===== config.mk =====
export PLATFORM = sky130hd
export DESIGN_NAME = setc_sensor_flat
export DESIGN_NICKNAME = d
export VERILOG_FILES = /design/src/setc_pkg.sv /design/src/setc_link_if.sv /design/src/setc_sensor.sv /design/src/setc_pixdiv.sv /design/src/flat_wrapper.sv
export SDC_FILE = /design/constraint.sdc
export NUM_CORES = 1
export LEC_CHECK = 0
export ABC_AREA = 1
export BUFFER_PORTS_ARGS = -buffer_cell sky130_fd_sc_hd__buf_4
export CAP_MARGIN = 25
export CORE_MARGIN = 8
export CORE_UTILIZATION = 56
export CTS_CLUSTER_DIAMETER = 40
export DETAILED_ROUTE_END_ITERATION = 8
export HOLD_SLACK_MARGIN = 0.02
export PLACE_DENSITY = 0.76
export SYNTH_ARGS = -nofsm -noshare
export SYNTH_HDL_FRONTEND = slang
export SYNTH_HIERARCHICAL = 1
export SYNTH_SLANG_ARGS = --single-unit

===== constraint.sdc =====
create_clock -name CLK_IN -period 4.7 [get_ports CLK_IN]
set_clock_uncertainty 0.15 [all_clocks]
set_input_delay 0.47 -clock CLK_IN [delete_from_list [all_inputs] [get_ports CLK_IN]]
set_output_delay 0.47 -clock CLK_IN [all_outputs]
set_load 0.01 [all_outputs]

===== src/setc_pkg.sv =====
// shared constants, encodings and decode helpers for the exposure timing
// block and its controller; assumes both ends run on one common clock
package setc_pkg;

	// ------------------------------------------------------------------
	// sensor register indexes on the link
	// ------------------------------------------------------------------
	localparam logic [6:0] IDX_CLK_DIV = 7'h12;
	localparam logic [6:0] IDX_LINE_H = 7'h52;
	localparam logic [6:0] IDX_LINE_L = 7'h53;
	localparam logic [6:0] IDX_FRAME_H = 7'h61;
	localparam logic [6:0] IDX_FRAME_L = 7'h62;
	localparam logic [6:0] IDX_FINE_H = 7'h20;
	localparam logic [6:0] IDX_FINE_L = 7'h21;
	localparam logic [6:0] IDX_COARSE_H = 7'h22;
	localparam logic [6:0] IDX_COARSE_L = 7'h23;
	localparam logic [6:0] IDX_GAIN = 7'h24;
	localparam logic [2:0] EXP_PAGE = 3'h2; // index[6:4] of exposure page
	localparam int INC_BIT = 7; // auto increment flag in index byte

	// ------------------------------------------------------------------
	// widths, defaults and limits
	// ------------------------------------------------------------------
	localparam int LEN_W = 10;
	localparam int GAIN_W = 8;
	localparam int DIV_SEL_W = 4;
	localparam int INTEG_W = 21;
	localparam int PER_W = 6;
	localparam logic [9:0] FRAME_LEN_DEF = 10'h20c;
	localparam logic [9:0] LINE_LEN_DEF = 10'h2fa;
	localparam logic [9:0] FINE_MIN = 10'h00b;
	localparam logic [9:0] COARSE_MARGIN = 10'h002;
	localparam logic [3:0] CLK_DIV_DEF = 4'h0;
	localparam logic [7:0] GAIN_DEF = 8'h00;

	// ------------------------------------------------------------------
	// controller register map (byte addresses on apb)
	// ------------------------------------------------------------------
	localparam logic [7:0] ADDR_CMD = 8'h00;
	localparam logic [7:0] ADDR_STATUS = 8'h04;
	localparam logic [7:0] ADDR_COARSE = 8'h08;
	localparam logic [7:0] ADDR_FINE = 8'h0c;
	localparam logic [7:0] ADDR_GAIN = 8'h10;
	localparam logic [7:0] ADDR_FRAME = 8'h14;
	localparam logic [7:0] ADDR_LINE = 8'h18;
	localparam logic [7:0] ADDR_SINGLE = 8'h1c;
	localparam int CMD_EXP_BIT = 0;
	localparam int CMD_SINGLE_BIT = 1;
	localparam int STAT_BUSY_BIT = 0;
	localparam int STAT_PEND_BIT = 1;
	localparam int SINGLE_IDX_LSB = 8;
	localparam int MSG_MAX = 6;
	localparam logic [2:0] MSG_EXP_LEN = 3'h6;
	localparam logic [2:0] MSG_SINGLE_LEN = 3'h2;

	typedef enum logic [2:0] {
		ST_IDLE = 3'b001,
		ST_SEND = 3'b010,
		ST_GAP = 3'b100
	} setc_state_t;

	// divide select to ratio n
	function automatic logic [4:0] setc_div_ratio(input logic [3:0] sel);
		if (sel == 4'h0) begin
			return 5'h01;
		end else if (sel == 4'h1) begin
			return 5'h02;
		end else begin
			// 001x is 4 up to 111x is 16: two per step above 2
			return {1'b0, sel[3:1], 1'b0} + 5'h02;
		end
	endfunction

endpackage


===== src/setc_link_if.sv =====
// byte link between controller and sensor timing block
// assumes both ends share one clock, so no crossing is needed
`timescale 1ns/1ps
interface setc_link_if;
	logic sel; // message in progress
	logic byte_valid; // byte offered
	logic [7:0] byte_data; // index or data byte
	logic byte_ack; // one-cycle acknowledge
	logic exp_pending; // written exposure not yet applied

	modport ctrl (
		output sel, byte_valid, byte_data,
		input byte_ack, exp_pending
	);
	modport sensor (
		input sel, byte_valid, byte_data,
		output byte_ack, exp_pending
	);
endinterface


===== src/setc_sensor.sv =====
// sensor end: link register slave, frame timing and exposure re-timing
// assumes the controller offers bytes one at a time and waits for ack
//
// Operation
// - divide select decodes to ratio one to sixteen
// - pixel period is two times ratio clocks
// - frame length defaults 524, raisable to 1023
// - line length defaults 762, raisable to 1023
// - controller keeps coarse within frame length minus two
// - controller keeps fine between eleven and line
// - integration equals coarse times line plus fine
// - software computes exposure and gain; controller only clamps exposure
// - controller writes exposure and gain in one burst
// - new values shadowed, applied at frame start
// - pending flag high until exposure reaches array
// - gain applied one frame after exposure
// - no transfer while exposure page being written
// - undivided pixel rate is half input clock
// - index msb set enables index auto increment
//
// The APB slave port and the register offsets are this design's own decisions.
`timescale 1ns/1ps
module setc_sensor
	import setc_pkg::*;
(
	input wire logic CLK_IN, // 250 mhz clock
	input wire logic RSTN_IN, // async reset, low
	setc_link_if.sensor link, // byte link from controller
	output logic PIXEL_TICK_OUT, // one pulse per pixel period
	output logic [PER_W-1:0] PIXEL_PERIOD_OUT, // period in clocks
	output logic FRAME_START_OUT, // pulse at frame start
	output logic [LEN_W-1:0] COL_OUT, // pixel within line
	output logic [LEN_W-1:0] LINE_OUT, // line within frame
	output logic [LEN_W-1:0] COARSE_OUT, // applied coarse
	output logic [LEN_W-1:0] FINE_OUT, // applied fine
	output logic [GAIN_W-1:0] GAIN_OUT, // applied gain
	output logic [INTEG_W-1:0] INTEG_PIXELS_OUT, // integration periods
	output logic EXP_PENDING_OUT // exposure written, not applied
);
	logic [6:0] index;
	logic auto_inc;
	logic first_byte;
	logic accept;
	logic wr;
	logic wr_exp_page;
	logic wr_exp;
	logic wr_gain;
	logic writing_exp;
	logic [DIV_SEL_W-1:0] clk_div;
	logic [LEN_W-1:0] frame_reg;
	logic [LEN_W-1:0] line_reg;
	logic [LEN_W-1:0] frame_eff;
	logic [LEN_W-1:0] line_eff;
	logic [LEN_W-1:0] fine_sh;
	logic [LEN_W-1:0] coarse_sh;
	logic [GAIN_W-1:0] gain_sh;
	logic [GAIN_W-1:0] gain_stage;
	logic gain_stage_vld;
	logic exp_dirty;
	logic gain_dirty;
	logic pix_tick;
	logic [PER_W-1:0] period;
	logic transfer;
	logic next_exp_dirty;

	// ------------------------------------------------------------------
	// byte acceptance
	// ------------------------------------------------------------------
	// ack is registered, so a held byte is taken once only
	assign accept = link.sel && link.byte_valid && !link.byte_ack;
	assign wr = accept && !first_byte;
	assign wr_exp_page = wr && (index[6:4] == EXP_PAGE);
	assign wr_exp = wr && (index == IDX_FINE_H || index == IDX_FINE_L ||
		index == IDX_COARSE_H || index == IDX_COARSE_L);
	assign wr_gain = wr && (index == IDX_GAIN);

	always_ff @(posedge CLK_IN or negedge RSTN_IN) begin
		if (!RSTN_IN) begin
			link.byte_ack <= 1'b0;
		end else begin
			link.byte_ack <= accept;
		end
	end

	// first byte after a message opens is the index byte
	always_ff @(posedge CLK_IN or negedge RSTN_IN) begin
		if (!RSTN_IN) begin
			first_byte <= 1'b1;
		end else if (!link.sel) begin
			first_byte <= 1'b1;
		end else if (accept) begin
			first_byte <= 1'b0;
		end
	end

	// index kept across messages; steps after each acked data byte when auto increment is set
	always_ff @(posedge CLK_IN or negedge RSTN_IN) begin
		if (!RSTN_IN) begin
			index <= 7'h00;
			auto_inc <= 1'b0;
		end else if (accept && first_byte) begin
			index <= link.byte_data[6:0];
			auto_inc <= link.byte_data[INC_BIT];
		end else if (wr && auto_inc) begin
			index <= index + 7'h01;
		end
	end

	// ------------------------------------------------------------------
	// geometry and shadow registers
	// ------------------------------------------------------------------
	// exposure and gain land in shadow copies only
	always_ff @(posedge CLK_IN or negedge RSTN_IN) begin
		if (!RSTN_IN) begin
			clk_div <= CLK_DIV_DEF;
			frame_reg <= FRAME_LEN_DEF;
			line_reg <= LINE_LEN_DEF;
			fine_sh <= LINE_LEN_DEF;
			coarse_sh <= FRAME_LEN_DEF - COARSE_MARGIN;
			gain_sh <= GAIN_DEF;
		end else if (wr) begin
			unique case (index)
				IDX_CLK_DIV: clk_div <= link.byte_data[3:0];
				IDX_LINE_H: line_reg[9:8] <= link.byte_data[1:0];
				IDX_LINE_L: line_reg[7:0] <= link.byte_data;
				IDX_FRAME_H: frame_reg[9:8] <= link.byte_data[1:0];
				IDX_FRAME_L: frame_reg[7:0] <= link.byte_data;
				IDX_FINE_H: fine_sh[9:8] <= link.byte_data[1:0];
				IDX_FINE_L: fine_sh[7:0] <= link.byte_data;
				IDX_COARSE_H: coarse_sh[9:8] <= link.byte_data[1:0];
				IDX_COARSE_L: coarse_sh[7:0] <= link.byte_data;
				IDX_GAIN: gain_sh <= link.byte_data;
				default: ; // unused locations ignore writes
			endcase
		end
	end

	// lengths can only be raised above their defaults
	always_ff @(posedge CLK_IN or negedge RSTN_IN) begin
		if (!RSTN_IN) begin
			frame_eff <= FRAME_LEN_DEF;
			line_eff <= LINE_LEN_DEF;
		end else begin
			frame_eff <= (frame_reg < FRAME_LEN_DEF) ? FRAME_LEN_DEF :
				frame_reg;
			line_eff <= (line_reg < LINE_LEN_DEF) ? LINE_LEN_DEF :
				line_reg;
		end
	end

	// ------------------------------------------------------------------
	// pixel, line and frame timing
	// ------------------------------------------------------------------
	setc_pixdiv setc_pixdiv_i (
		.clk_in(CLK_IN),
		.rstn_in(RSTN_IN),
		.div_sel_in(clk_div),
		.tick_out(pix_tick),
		.period_out(period)
	);

	// counters compare with >= so a shortened length never overruns
	always_ff @(posedge CLK_IN or negedge RSTN_IN) begin
		if (!RSTN_IN) begin
			COL_OUT <= '0;
			LINE_OUT <= '0;
			FRAME_START_OUT <= 1'b0;
			PIXEL_TICK_OUT <= 1'b0;
			PIXEL_PERIOD_OUT <= 6'h02;
		end else begin
			PIXEL_TICK_OUT <= pix_tick;
			PIXEL_PERIOD_OUT <= period;
			FRAME_START_OUT <= 1'b0;
			if (pix_tick) begin
				if (COL_OUT >= line_eff - 10'h001) begin
					COL_OUT <= '0;
					if (LINE_OUT >= frame_eff - 10'h001) begin
						LINE_OUT <= '0;
						FRAME_START_OUT <= 1'b1;
					end else begin
						LINE_OUT <= LINE_OUT + 10'h001;
					end
				end else begin
					COL_OUT <= COL_OUT + 10'h001;
				end
			end
		end
	end

	// ------------------------------------------------------------------
	// exposure re-timing
	// ------------------------------------------------------------------
	// page writes in flight hold off the transfer until message ends
	always_ff @(posedge CLK_IN or negedge RSTN_IN) begin
		if (!RSTN_IN) begin
			writing_exp <= 1'b0;
		end else if (!link.sel) begin
			writing_exp <= 1'b0;
		end else if (wr_exp_page) begin
			writing_exp <= 1'b1;
		end
	end

	// a deferred transfer waits for the next frame start
	assign transfer = FRAME_START_OUT && !writing_exp &&
		!wr_exp_page;

	// set beats clear so a write in the transfer cycle is kept
	always_comb begin
		next_exp_dirty = exp_dirty;
		if (transfer) begin
			next_exp_dirty = 1'b0;
		end
		if (wr_exp) begin
			next_exp_dirty = 1'b1;
		end
	end

	always_ff @(posedge CLK_IN or negedge RSTN_IN) begin
		if (!RSTN_IN) begin
			exp_dirty <= 1'b0;
			EXP_PENDING_OUT <= 1'b0;
			link.exp_pending <= 1'b0;
		end else begin
			exp_dirty <= next_exp_dirty;
			EXP_PENDING_OUT <= next_exp_dirty;
			link.exp_pending <= next_exp_dirty;
		end
	end

	// applied exposure changes only at a transferring frame start
	always_ff @(posedge CLK_IN or negedge RSTN_IN) begin
		if (!RSTN_IN) begin
			COARSE_OUT <= FRAME_LEN_DEF - COARSE_MARGIN;
			FINE_OUT <= LINE_LEN_DEF;
		end else if (transfer && exp_dirty) begin
			COARSE_OUT <= coarse_sh;
			FINE_OUT <= fine_sh;
		end
	end

	// gain goes through a stage so it lands one frame later
	always_ff @(posedge CLK_IN or negedge RSTN_IN) begin
		if (!RSTN_IN) begin
			gain_dirty <= 1'b0;
			gain_stage <= GAIN_DEF;
			gain_stage_vld <= 1'b0;
			GAIN_OUT <= GAIN_DEF;
		end else begin
			if (wr_gain) begin
				gain_dirty <= 1'b1;
			end else if (transfer) begin
				gain_dirty <= 1'b0;
			end
			if (FRAME_START_OUT && gain_stage_vld) begin
				GAIN_OUT <= gain_stage;
			end
			if (transfer && gain_dirty) begin
				gain_stage <= gain_sh;
				gain_stage_vld <= 1'b1;
			end else if (FRAME_START_OUT) begin
				gain_stage_vld <= 1'b0;
			end
		end
	end

	// integration in pixel periods, one cycle behind its inputs
	always_ff @(posedge CLK_IN or negedge RSTN_IN) begin
		if (!RSTN_IN) begin
			INTEG_PIXELS_OUT <= '0;
		end else begin
			INTEG_PIXELS_OUT <= INTEG_W'(COARSE_OUT) * INTEG_W'(line_eff) +
				INTEG_W'(FINE_OUT);
		end
	end
endmodule


===== src/setc_pixdiv.sv =====
// pixel rate divider: one tick every 2*n input clocks
// assumes div_sel_in comes from logic on the same clock
`timescale 1ns/1ps
module setc_pixdiv
	import setc_pkg::*;
(
	input wire logic clk_in, // input clock
	input wire logic rstn_in, // async reset, low
	input wire logic [DIV_SEL_W-1:0] div_sel_in, // divide select
	output logic tick_out, // pixel period pulse
	output logic [PER_W-1:0] period_out // period in clocks
);
	logic [PER_W-1:0] cnt;
	logic [PER_W-1:0] next_period;

	// ------------------------------------------------------------------
	// ratio decode
	// ------------------------------------------------------------------
	// pixel period is twice the ratio
	always_comb begin
		next_period = {setc_div_ratio(div_sel_in), 1'b0};
	end

	// ------------------------------------------------------------------
	// counter
	// ------------------------------------------------------------------
	// undivided: tick every 2 clocks, half the input rate
	always_ff @(posedge clk_in or negedge rstn_in) begin
		if (!rstn_in) begin
			cnt <= '0;
			tick_out <= 1'b0;
			period_out <= 6'h02;
		end else begin
			period_out <= next_period;
			if (cnt >= next_period - 6'h01) begin
				cnt <= '0;
				tick_out <= 1'b1;
			end else begin
				cnt <= cnt + 6'h01;
				tick_out <= 1'b0;
			end
		end
	end
endmodule


===== src/flat_wrapper.sv =====
// flat-port wrapper written by rule: the top's interface ports become plain ports
module setc_sensor_flat import setc_pkg::*;
  (CLK_IN, RSTN_IN, PIXEL_TICK_OUT, PIXEL_PERIOD_OUT, FRAME_START_OUT, COL_OUT, LINE_OUT, COARSE_OUT, FINE_OUT, GAIN_OUT, INTEG_PIXELS_OUT, EXP_PENDING_OUT, link_sel, link_byte_valid, link_byte_data, link_byte_ack, link_exp_pending);
  setc_link_if link_i ();
  input wire logic CLK_IN;
  input wire logic RSTN_IN;
  output logic PIXEL_TICK_OUT;
  output logic [PER_W-1:0] PIXEL_PERIOD_OUT;
  output logic FRAME_START_OUT;
  output logic [LEN_W-1:0] COL_OUT;
  output logic [LEN_W-1:0] LINE_OUT;
  output logic [LEN_W-1:0] COARSE_OUT;
  output logic [LEN_W-1:0] FINE_OUT;
  output logic [GAIN_W-1:0] GAIN_OUT;
  output logic [INTEG_W-1:0] INTEG_PIXELS_OUT;
  output logic EXP_PENDING_OUT;
  input wire logic [$bits(link_i.sel)-1:0] link_sel;
  input wire logic [$bits(link_i.byte_valid)-1:0] link_byte_valid;
  input wire logic [$bits(link_i.byte_data)-1:0] link_byte_data;
  output wire logic [$bits(link_i.byte_ack)-1:0] link_byte_ack;
  output wire logic [$bits(link_i.exp_pending)-1:0] link_exp_pending;
  assign link_i.sel = link_sel;
  assign link_i.byte_valid = link_byte_valid;
  assign link_i.byte_data = link_byte_data;
  assign link_byte_ack = link_i.byte_ack;
  assign link_exp_pending = link_i.exp_pending;
  setc_sensor u_core (.CLK_IN(CLK_IN), .RSTN_IN(RSTN_IN), .link(link_i), .PIXEL_TICK_OUT(PIXEL_TICK_OUT), .PIXEL_PERIOD_OUT(PIXEL_PERIOD_OUT), .FRAME_START_OUT(FRAME_START_OUT), .COL_OUT(COL_OUT), .LINE_OUT(LINE_OUT), .COARSE_OUT(COARSE_OUT), .FINE_OUT(FINE_OUT), .GAIN_OUT(GAIN_OUT), .INTEG_PIXELS_OUT(INTEG_PIXELS_OUT), .EXP_PENDING_OUT(EXP_PENDING_OUT));
endmodule

==> results of run 1 <==
==> kinds of logic after synthesis <==
| kind of cell | Yosys count |
|---|---|
| other | 2 |
| DFF | 183 |
| AOI/OAI and AO/OA | 151 |
| xor gates and xnor gates | 41 |
| and+or+nand+nor | 580 |
| adders and majority gates | 170 |
| buffers and inverters | 321 |
==> per-stage QoR <==
stage / worst slack [ns] / area (um2)
after global routing: -0.0558 / 14500
after floorplan: 0.00675 / 12300
after global placement: -0.00473 / 13400
final: 0.104 / 14500
after CTS: 0.00556 / 14100
after detailed placement: -0.0730 / 13400
==> critical path, delay by kind of cell (launching register included) <==
family        cells  cell delay (ns)
flops             1             0.59
simple gates      8             0.69
fa+ha+maj         6             2.72
buf+inv           5             0.36
==> cell usage after synthesis, types with 17 or more instances <==
library cell / number / area [um2]
xor2_1: 25 / 219
o21ai_2: 17 / 149
dfrtp_1: 140 / 3500
o21ai_0: 78 / 390
fa_1: 73 / 1460
inv_1: 279 / 1050
clkbuf_1: 23 / 86.3
a21oi_1: 31 / 155
dfstp_2: 43 / 1130
nand3_1: 49 / 245
ha_1: 97 / 1210
nor2_1: 80 / 300
nand2_1: 401 / 1510
==> layout make-up <==
cell class / count / share of cell area [%]
Inverter: 282 / 7.34
Multi-Input combinational cell: 945 / 46.4
Clock buffer: 17 / 2.93
Tap cell: 280 / 2.42
Sequential cell: 183 / 32.0
Clock inverter: 15 / 1.22
Timing Repair Buffer: 139 / 7.71
==> worst max-delay path by stage <==
stage	start	endpoint	cells after the start	slack, ns
4_1_cts	u_core/line_eff[3]	u_core/INTEG_PIXELS_OUT[15]	19	0.006
2_1_floorplan	u_core/line_eff[3]	u_core/INTEG_PIXELS_OUT[19]	20	0.007
3_5_place_dp	u_core/line_eff[3]	u_core/INTEG_PIXELS_OUT[15]	19	-0.07
3_3_place_gp	u_core/line_eff[3]	u_core/INTEG_PIXELS_OUT[20]	19	-0.005
5_1_grt	u_core/line_eff[1]	u_core/INTEG_PIXELS_OUT[20]	19	-0.06
6_report	u_core/line_eff[1]	u_core/INTEG_PIXELS_OUT[16]	19	0.10
==> where the power goes <==
group | total [uW] | switching (uW) | internal, uW
sequential | 1840 | 132 | 1710
clock | 1420 | 700 | 718
combinational | 498 | 299 | 199
total | 3750 | 1130 | 2620
==> repair_timing <==
item | CTS | global route
endpoints found under the setup margin | 6 | 14
gates resized for setup | 9 | 95
endpoints found under the hold margin | 71 | 0
setup buffers | 2 | 8
hold buffers | 1 | 0
pin swaps | 4 | 55
==> routing by layer <==
layer	global-route usage [%]	wire (um)	vias to the layer above
met5	0	0	-
met4	7.19	682	0
met3	4.31	1500	48
met2	35.8	14000	245
met1	26.8	11800	4635
li1	-	-	4657
==> results.sh, run 1 <==
export IMPL_synth_area_um2=12200
export IMPL_crit_top_cell="fa_1"
export IMPL_clkTransAtPathRegs_ns=0.08
export IMPL_ios=92
export IMPL_synth_xor_xnor_area_share_pct=2.93
export IMPL_p_leak_uw=0.00809
export IMPL_synth_flop_cell="dfrtp_1"
export IMPL_routed_via_count=9585
export IMPL_setup_violations=0
export IMPL_path_max_fanout=4
export IMPL_nets=1750
export IMPL_avgSynthCellArea_um2=8.46
export IMPL_grt_overflow=0
export IMPL_worst_slew_pin_slew_ns=0.923
export IMPL_antennaDiodeCount=0
export IMPL_largest_reg_flops=21
export IMPL_slew_headroom_pct=38.4
export IMPL_dieArea_um2=26900
export IMPL_gr_usage_all_layers_pct=21.2
export IMPL_synth_top_family_by_area="adder cells"
export IMPL_wl_per_cell_um=15.0
export IMPL_clkLatencyLatePin_ns=0.43
export IMPL_fin_setup_tns_ns=0
export IMPL_timing_rr_start="u_core/line_eff[1]"
export IMPL_rsz0062_at_grt="yes"
export IMPL_grt_pass1_wl_mm=46.0
export IMPL_final_cell_mix="372 x nand2_1, 267 x inv_1, 137 x dfrtp_1"
export IMPL_fin_crit_sh_pct=97.8
export IMPL_worst_hold_path_num_cells=2
export IMPL_grt_max_degree=107
export IMPL_start_util_pct=56.6
export IMPL_final_core_util_pct=67.0
export IMPL_hpwl_mm=20.3
export IMPL_cp_arrival_ns=4.77
export IMPL_die_w_um=164
export IMPL_core_area_um2=21600
export IMPL_layout_min_cycle_time_ns=4.60
export IMPL_ys_async_sr_fraction_pct=100
export IMPL_die_h_um=164
export IMPL_crit_required_ns=4.87
export IMPL_drv_slew=0
export IMPL_synthMuxAreaShare_pct=0
export IMPL_antenna_found_initial=0
export IMPL_syn_inst=1448
export IMPL_h_tree_depth=4
export IMPL_seqCellArea_um2=4640
export IMPL_fin_total_pwr_uw=3750
export IMPL_multi_input_area_um2=6730
export IMPL_clockBufferDepth=2
export IMPL_largest_register="u_core/INTEG_PIXELS_OUT"
export IMPL_viasPerCell=5.15
export IMPL_synth_compound_area_share_pct=7.01
export IMPL_rr_endpoint="u_core/INTEG_PIXELS_OUT[16]"
export IMPL_synth_fa_ha_area_share_pct=21.8
export IMPL_layout_cells_non_filler=1861
export IMPL_synth_edff_count=0
export IMPL_io_buffers=91
export IMPL_outcome="finished clean"
export IMPL_worstPathCellList="buf_6 -> buf_4 -> nand2_2 -> fa_1 -> inv_1 -> fa_2 -> fa_1 -> fa_1 -> inv_2 -> fa_1 -> inv_2 -> ha_4 -> nand2_4 -> nor2_4 -> nand3_2 -> nand3_4 -> nand2_4 -> nand3_2 -> nand2_1"
export IMPL_nFillCells=1735
export IMPL_layout_drive_gt1_share_pct=21.2
export IMPL_cp_slowest_cell="dfstp_2"
export IMPL_ys_seq_area_share_pct=37.8
export IMPL_firstDrtPassIters=5
export IMPL_drt_iter0_drc=636
export IMPL_gp_congestion=0.914
export IMPL_yosysWarnings=6
export IMPL_finalHoldViolCount=0
export IMPL_ant_nets=0
export IMPL_r2r_slack_ns=0.10
export IMPL_hp_start="link_sel"
export IMPL_min_path_type="input pin to flop"
export IMPL_cts_root_buf="clkbuf_16"
export IMPL_r2r_cells=19
export IMPL_synthDistinctLibCells=41
export IMPL_slowest_delay_ns=0.59
export IMPL_ys_ff_latch=183
export IMPL_placedCellCount=1818
export IMPL_hold_path_endpoint="u_core/first_byte"
export IMPL_mostFrequentLayoutCell="nand2_1"
export IMPL_cts_sinks=183
export IMPL_ir_drop_mv=0.256
export IMPL_wl_mm=28.0
export IMPL_synth_simple_area_share_pct=20.0
export IMPL_holdWs_ns=0.0446
export IMPL_first_global_vias=9572
export IMPL_fp_row_count=54
export IMPL_timing_max_cap_violations=0
export IMPL_cp_end_kind="flop"
export IMPL_fmax_ghz=0.218
export IMPL_powerDensity_nw_per_um2=259
export IMPL_critPathLaunchType="flop"
export IMPL_syn_to_final_growth_pct=18.4
export IMPL_cts_inserted_buffers=17
export IMPL_cts_tree="built"
export IMPL_worstSetupPathType="flop to flop"
export IMPL_drc_errors=0
Power figures use the tool's default switching activity.
==> inputs of run 2 (changes only) <==
ABC_AREA = 0   (was 1)
CORE_UTILIZATION = 55   (was 56)
PLACE_DENSITY = 0.75   (was 0.76)
==> results.sh, run 2 <==
export IMPL_largest_register="u_core/INTEG_PIXELS_OUT"
export IMPL_p_leak_uw=0.00730
export IMPL_synth_common_cells="140 x dfrtp_1, 126 x inv_1, 97 x ha_1"
export IMPL_clockBufferDepth=2
export IMPL_finalHoldViolCount=0
export IMPL_first_global_vias=8535
export IMPL_dieArea_um2=26100
export IMPL_antenna_found_initial=0
export IMPL_failed_checks="setup timing"
export IMPL_start_util_pct=55.7
export IMPL_synth_edff_count=0
export IMPL_r2r_cells=18
export IMPL_die_w_um=161
export IMPL_outcome="finished with violations"
export IMPL_gr_usage_all_layers_pct=19.7
export IMPL_drv_slew=0
export IMPL_firstDrtPassIters=5
export IMPL_drc_errors=0
export IMPL_cp_arrival_ns=5.20
export IMPL_worstSetupPathType="flop to flop"
export IMPL_die_h_um=161
export IMPL_gp_congestion=0.857
export IMPL_fin_total_pwr_uw=3780
export IMPL_syn_inst=1051
export IMPL_ys_seq_area_share_pct=39.8
export IMPL_dpl_worst_slack_ns=-0.277
export IMPL_wl_mm=25.4
export IMPL_mostFrequentLayoutCell="buf_4"
export IMPL_synth_area_um2=11600
export IMPL_fmax_ghz=0.199
export IMPL_fin_crit_sh_pct=107
export IMPL_yosys_area_top_type="dfrtp_1"
export IMPL_hpwl_mm=18.1
export IMPL_grt_overflow=0
export IMPL_routed_via_count=8062
export IMPL_grt_pass1_wl_mm=42.2
export IMPL_final_cell_mix="166 x buf_4, 138 x dfrtp_1, 119 x inv_1"
export IMPL_largest_reg_flops=21
export IMPL_ir_drop_mv=0.237
export IMPL_cts_inserted_buffers=17
export IMPL_clkLatencyLatePin_ns=0.44
export IMPL_clkTransAtPathRegs_ns=0.09
export IMPL_worst_hold_path_num_cells=3
export IMPL_grt_max_degree=113
export IMPL_drt_iter0_drc=516
export IMPL_cp_end_kind="flop"
export IMPL_viasPerCell=5.36
export IMPL_layout_min_cycle_time_ns=5.02
export IMPL_powerDensity_nw_per_um2=266
export IMPL_io_buffers=91
export IMPL_layout_setup_ws_ns=-0.323
export IMPL_cts_tree="built"
export IMPL_timing_max_cap_violations=0
export IMPL_wl_per_cell_um=16.9
export IMPL_antennaDiodeCount=0
export IMPL_fp_row_count=53
export IMPL_h_tree_depth=4
export IMPL_synth_area_leaders="dfrtp_1 30%, fa_1 13%, ha_1 10%"
export IMPL_path_max_fanout=4
export IMPL_cts_sinks=183
export IMPL_synth_top_area_share_pct=30.1
export IMPL_nFillCells=1536
export IMPL_core_area_um2=20900
export IMPL_rsz0062_at_grt="yes"
export IMPL_setup_violations=11
export IMPL_multi_input_area_um2=6660
export IMPL_cts_root_buf="clkbuf_16"
export IMPL_ant_nets=0
export IMPL_syn_to_final_growth_pct=22.0
export IMPL_critPathLaunchType="flop"
export IMPL_fin_setup_tns_ns=-1.94
export IMPL_layout_drive_gt1_share_pct=33.1
export IMPL_ys_ff_latch=183
export IMPL_ys_async_sr_fraction_pct=100
export IMPL_avgSynthCellArea_um2=11.1
export IMPL_slew_headroom_pct=40.9
export IMPL_synth_most_common_cell="dfrtp_1"
export IMPL_min_path_type="input pin to flop"
export IMPL_nets=1397
export IMPL_worst_slew_pin_slew_ns=0.885
export IMPL_crit_required_ns=4.87
export IMPL_synth_flop_cell="dfrtp_1"
export IMPL_ios=92
export IMPL_yosysWarnings=6
export IMPL_seqCellArea_um2=4640
export IMPL_synthDistinctLibCells=69
-- run 2: cell types whose count changed after synthesis, sizes merged, moves of 53 or more --
cell / change
nand2: -324
inv: -156
mux2: +89
o21ai: -67
and2: +64
nor2: -53
-- run 2: through the flow --
step / util (%) / instance area, um2 / hold WS, ns / cells
2_1_floorplan: - / 11800 / 0.0244 / 1052
3_3_place_gp: 62.9 / 13100 / 0.195 / 1452
3_5_place_dp: 62.9 / 13100 / 0.186 / 1452
4_1_cts: 66.9 / 14000 / 0.155 / 1495
5_1_grt: 68.0 / 14200 / 0.172 / 1503
6_report: 68.0 / 14200 / 0.168 / 1503
-- run 2: path summary, 6_finish.rpt --
kind | startpoint | end | slack (ns)
worst max-delay path | u_core/line_eff[3] | u_core/INTEG_PIXELS_OUT[14] | -0.32
worst min-delay path | link_byte_data[7] | u_core/auto_inc | 0.17
worst max register to register | u_core/line_eff[3] | u_core/INTEG_PIXELS_OUT[14] | -0.32
worst min register to register | u_core/setc_pixdiv_i/period_out[1] | u_core/PIXEL_PERIOD_OUT[1] | 0.21
max in group asynchronous | RSTN_IN | u_core/auto_inc | 2.90
min in group asynchronous | RSTN_IN | u_core/INTEG_PIXELS_OUT[8] | 0.47
-- run 2: area by class of cell --
cell class,count,share of cell area (%)
timing repair buffer,180,9.99
sequential,183,32.6
clock inverter,15,1.70
inverter,126,3.33
multi-input combinational,707,46.9
clock buffer,17,3.00
tap,275,2.42
-- run 2: worst max-delay path, stage by stage, from the launching register on --
cell and delay [ns]:
dfstp_2 0.57, buf_6 0.13, nand2_4 0.05, fa_1 0.57
inv_1 0.07, fa_1 0.54, fa_2 0.44, fa_1 0.48
inv_1 0.05, fa_1 0.47, inv_1 0.04, ha_2 0.16
a21o_1 0.21, buf_4 0.15, buf_6 0.12, or3_4 0.33
a31oi_4 0.14, o21bai_1 0.10, xor2_1 0.15
-- run 2: cells by family (layout without fill, tap and decap cells) --
family / Yosys count / after routing / share of synthesized area [%]
AOI/OAI and AO/OA: 119 / 119 / 6.72
xor gates and xnor gates: 43 / 43 / 3.23
adders and majority gates: 170 / 170 / 23.0
buffers and inverters: 162 / 338 / 5.52
DFF: 183 / 183 / 39.8
muxes: 90 / 90 / 8.73
other: 2 / 3 / 0.0645
and+or+nand+nor: 282 / 282 / 13.0
-- run 2: routing by layer --
| metal | GRT usage [%] | wire [um] | vias up |
|---|---|---|---|
| met5 | 0 | 0 | - |
| met2 | 34.5 | 13000 | 160 |
| met4 | 5.51 | 367 | 0 |
| met1 | 24.8 | 11200 | 4059 |
| met3 | 3.46 | 906 | 29 |
| li1 | - | - | 3814 |
-- run 2: timing repair --
item / CTS / global route
pin swaps: 18 / 17
endpoints found under the hold margin: 54 / 0
endpoints found under the setup margin: 11 / 14
buffers inserted: 9 / 8
resized for setup: 17 / 37
hold buffers: 2 / 0
-- run 2: where the power goes --
part	internal (uW)	switching (uW)	leakage [uW]	total (uW)
Sequential	1670	117	0.00236	1790
Combinational	183	231	0.00462	414
Clock	771	800	0.000320	1570
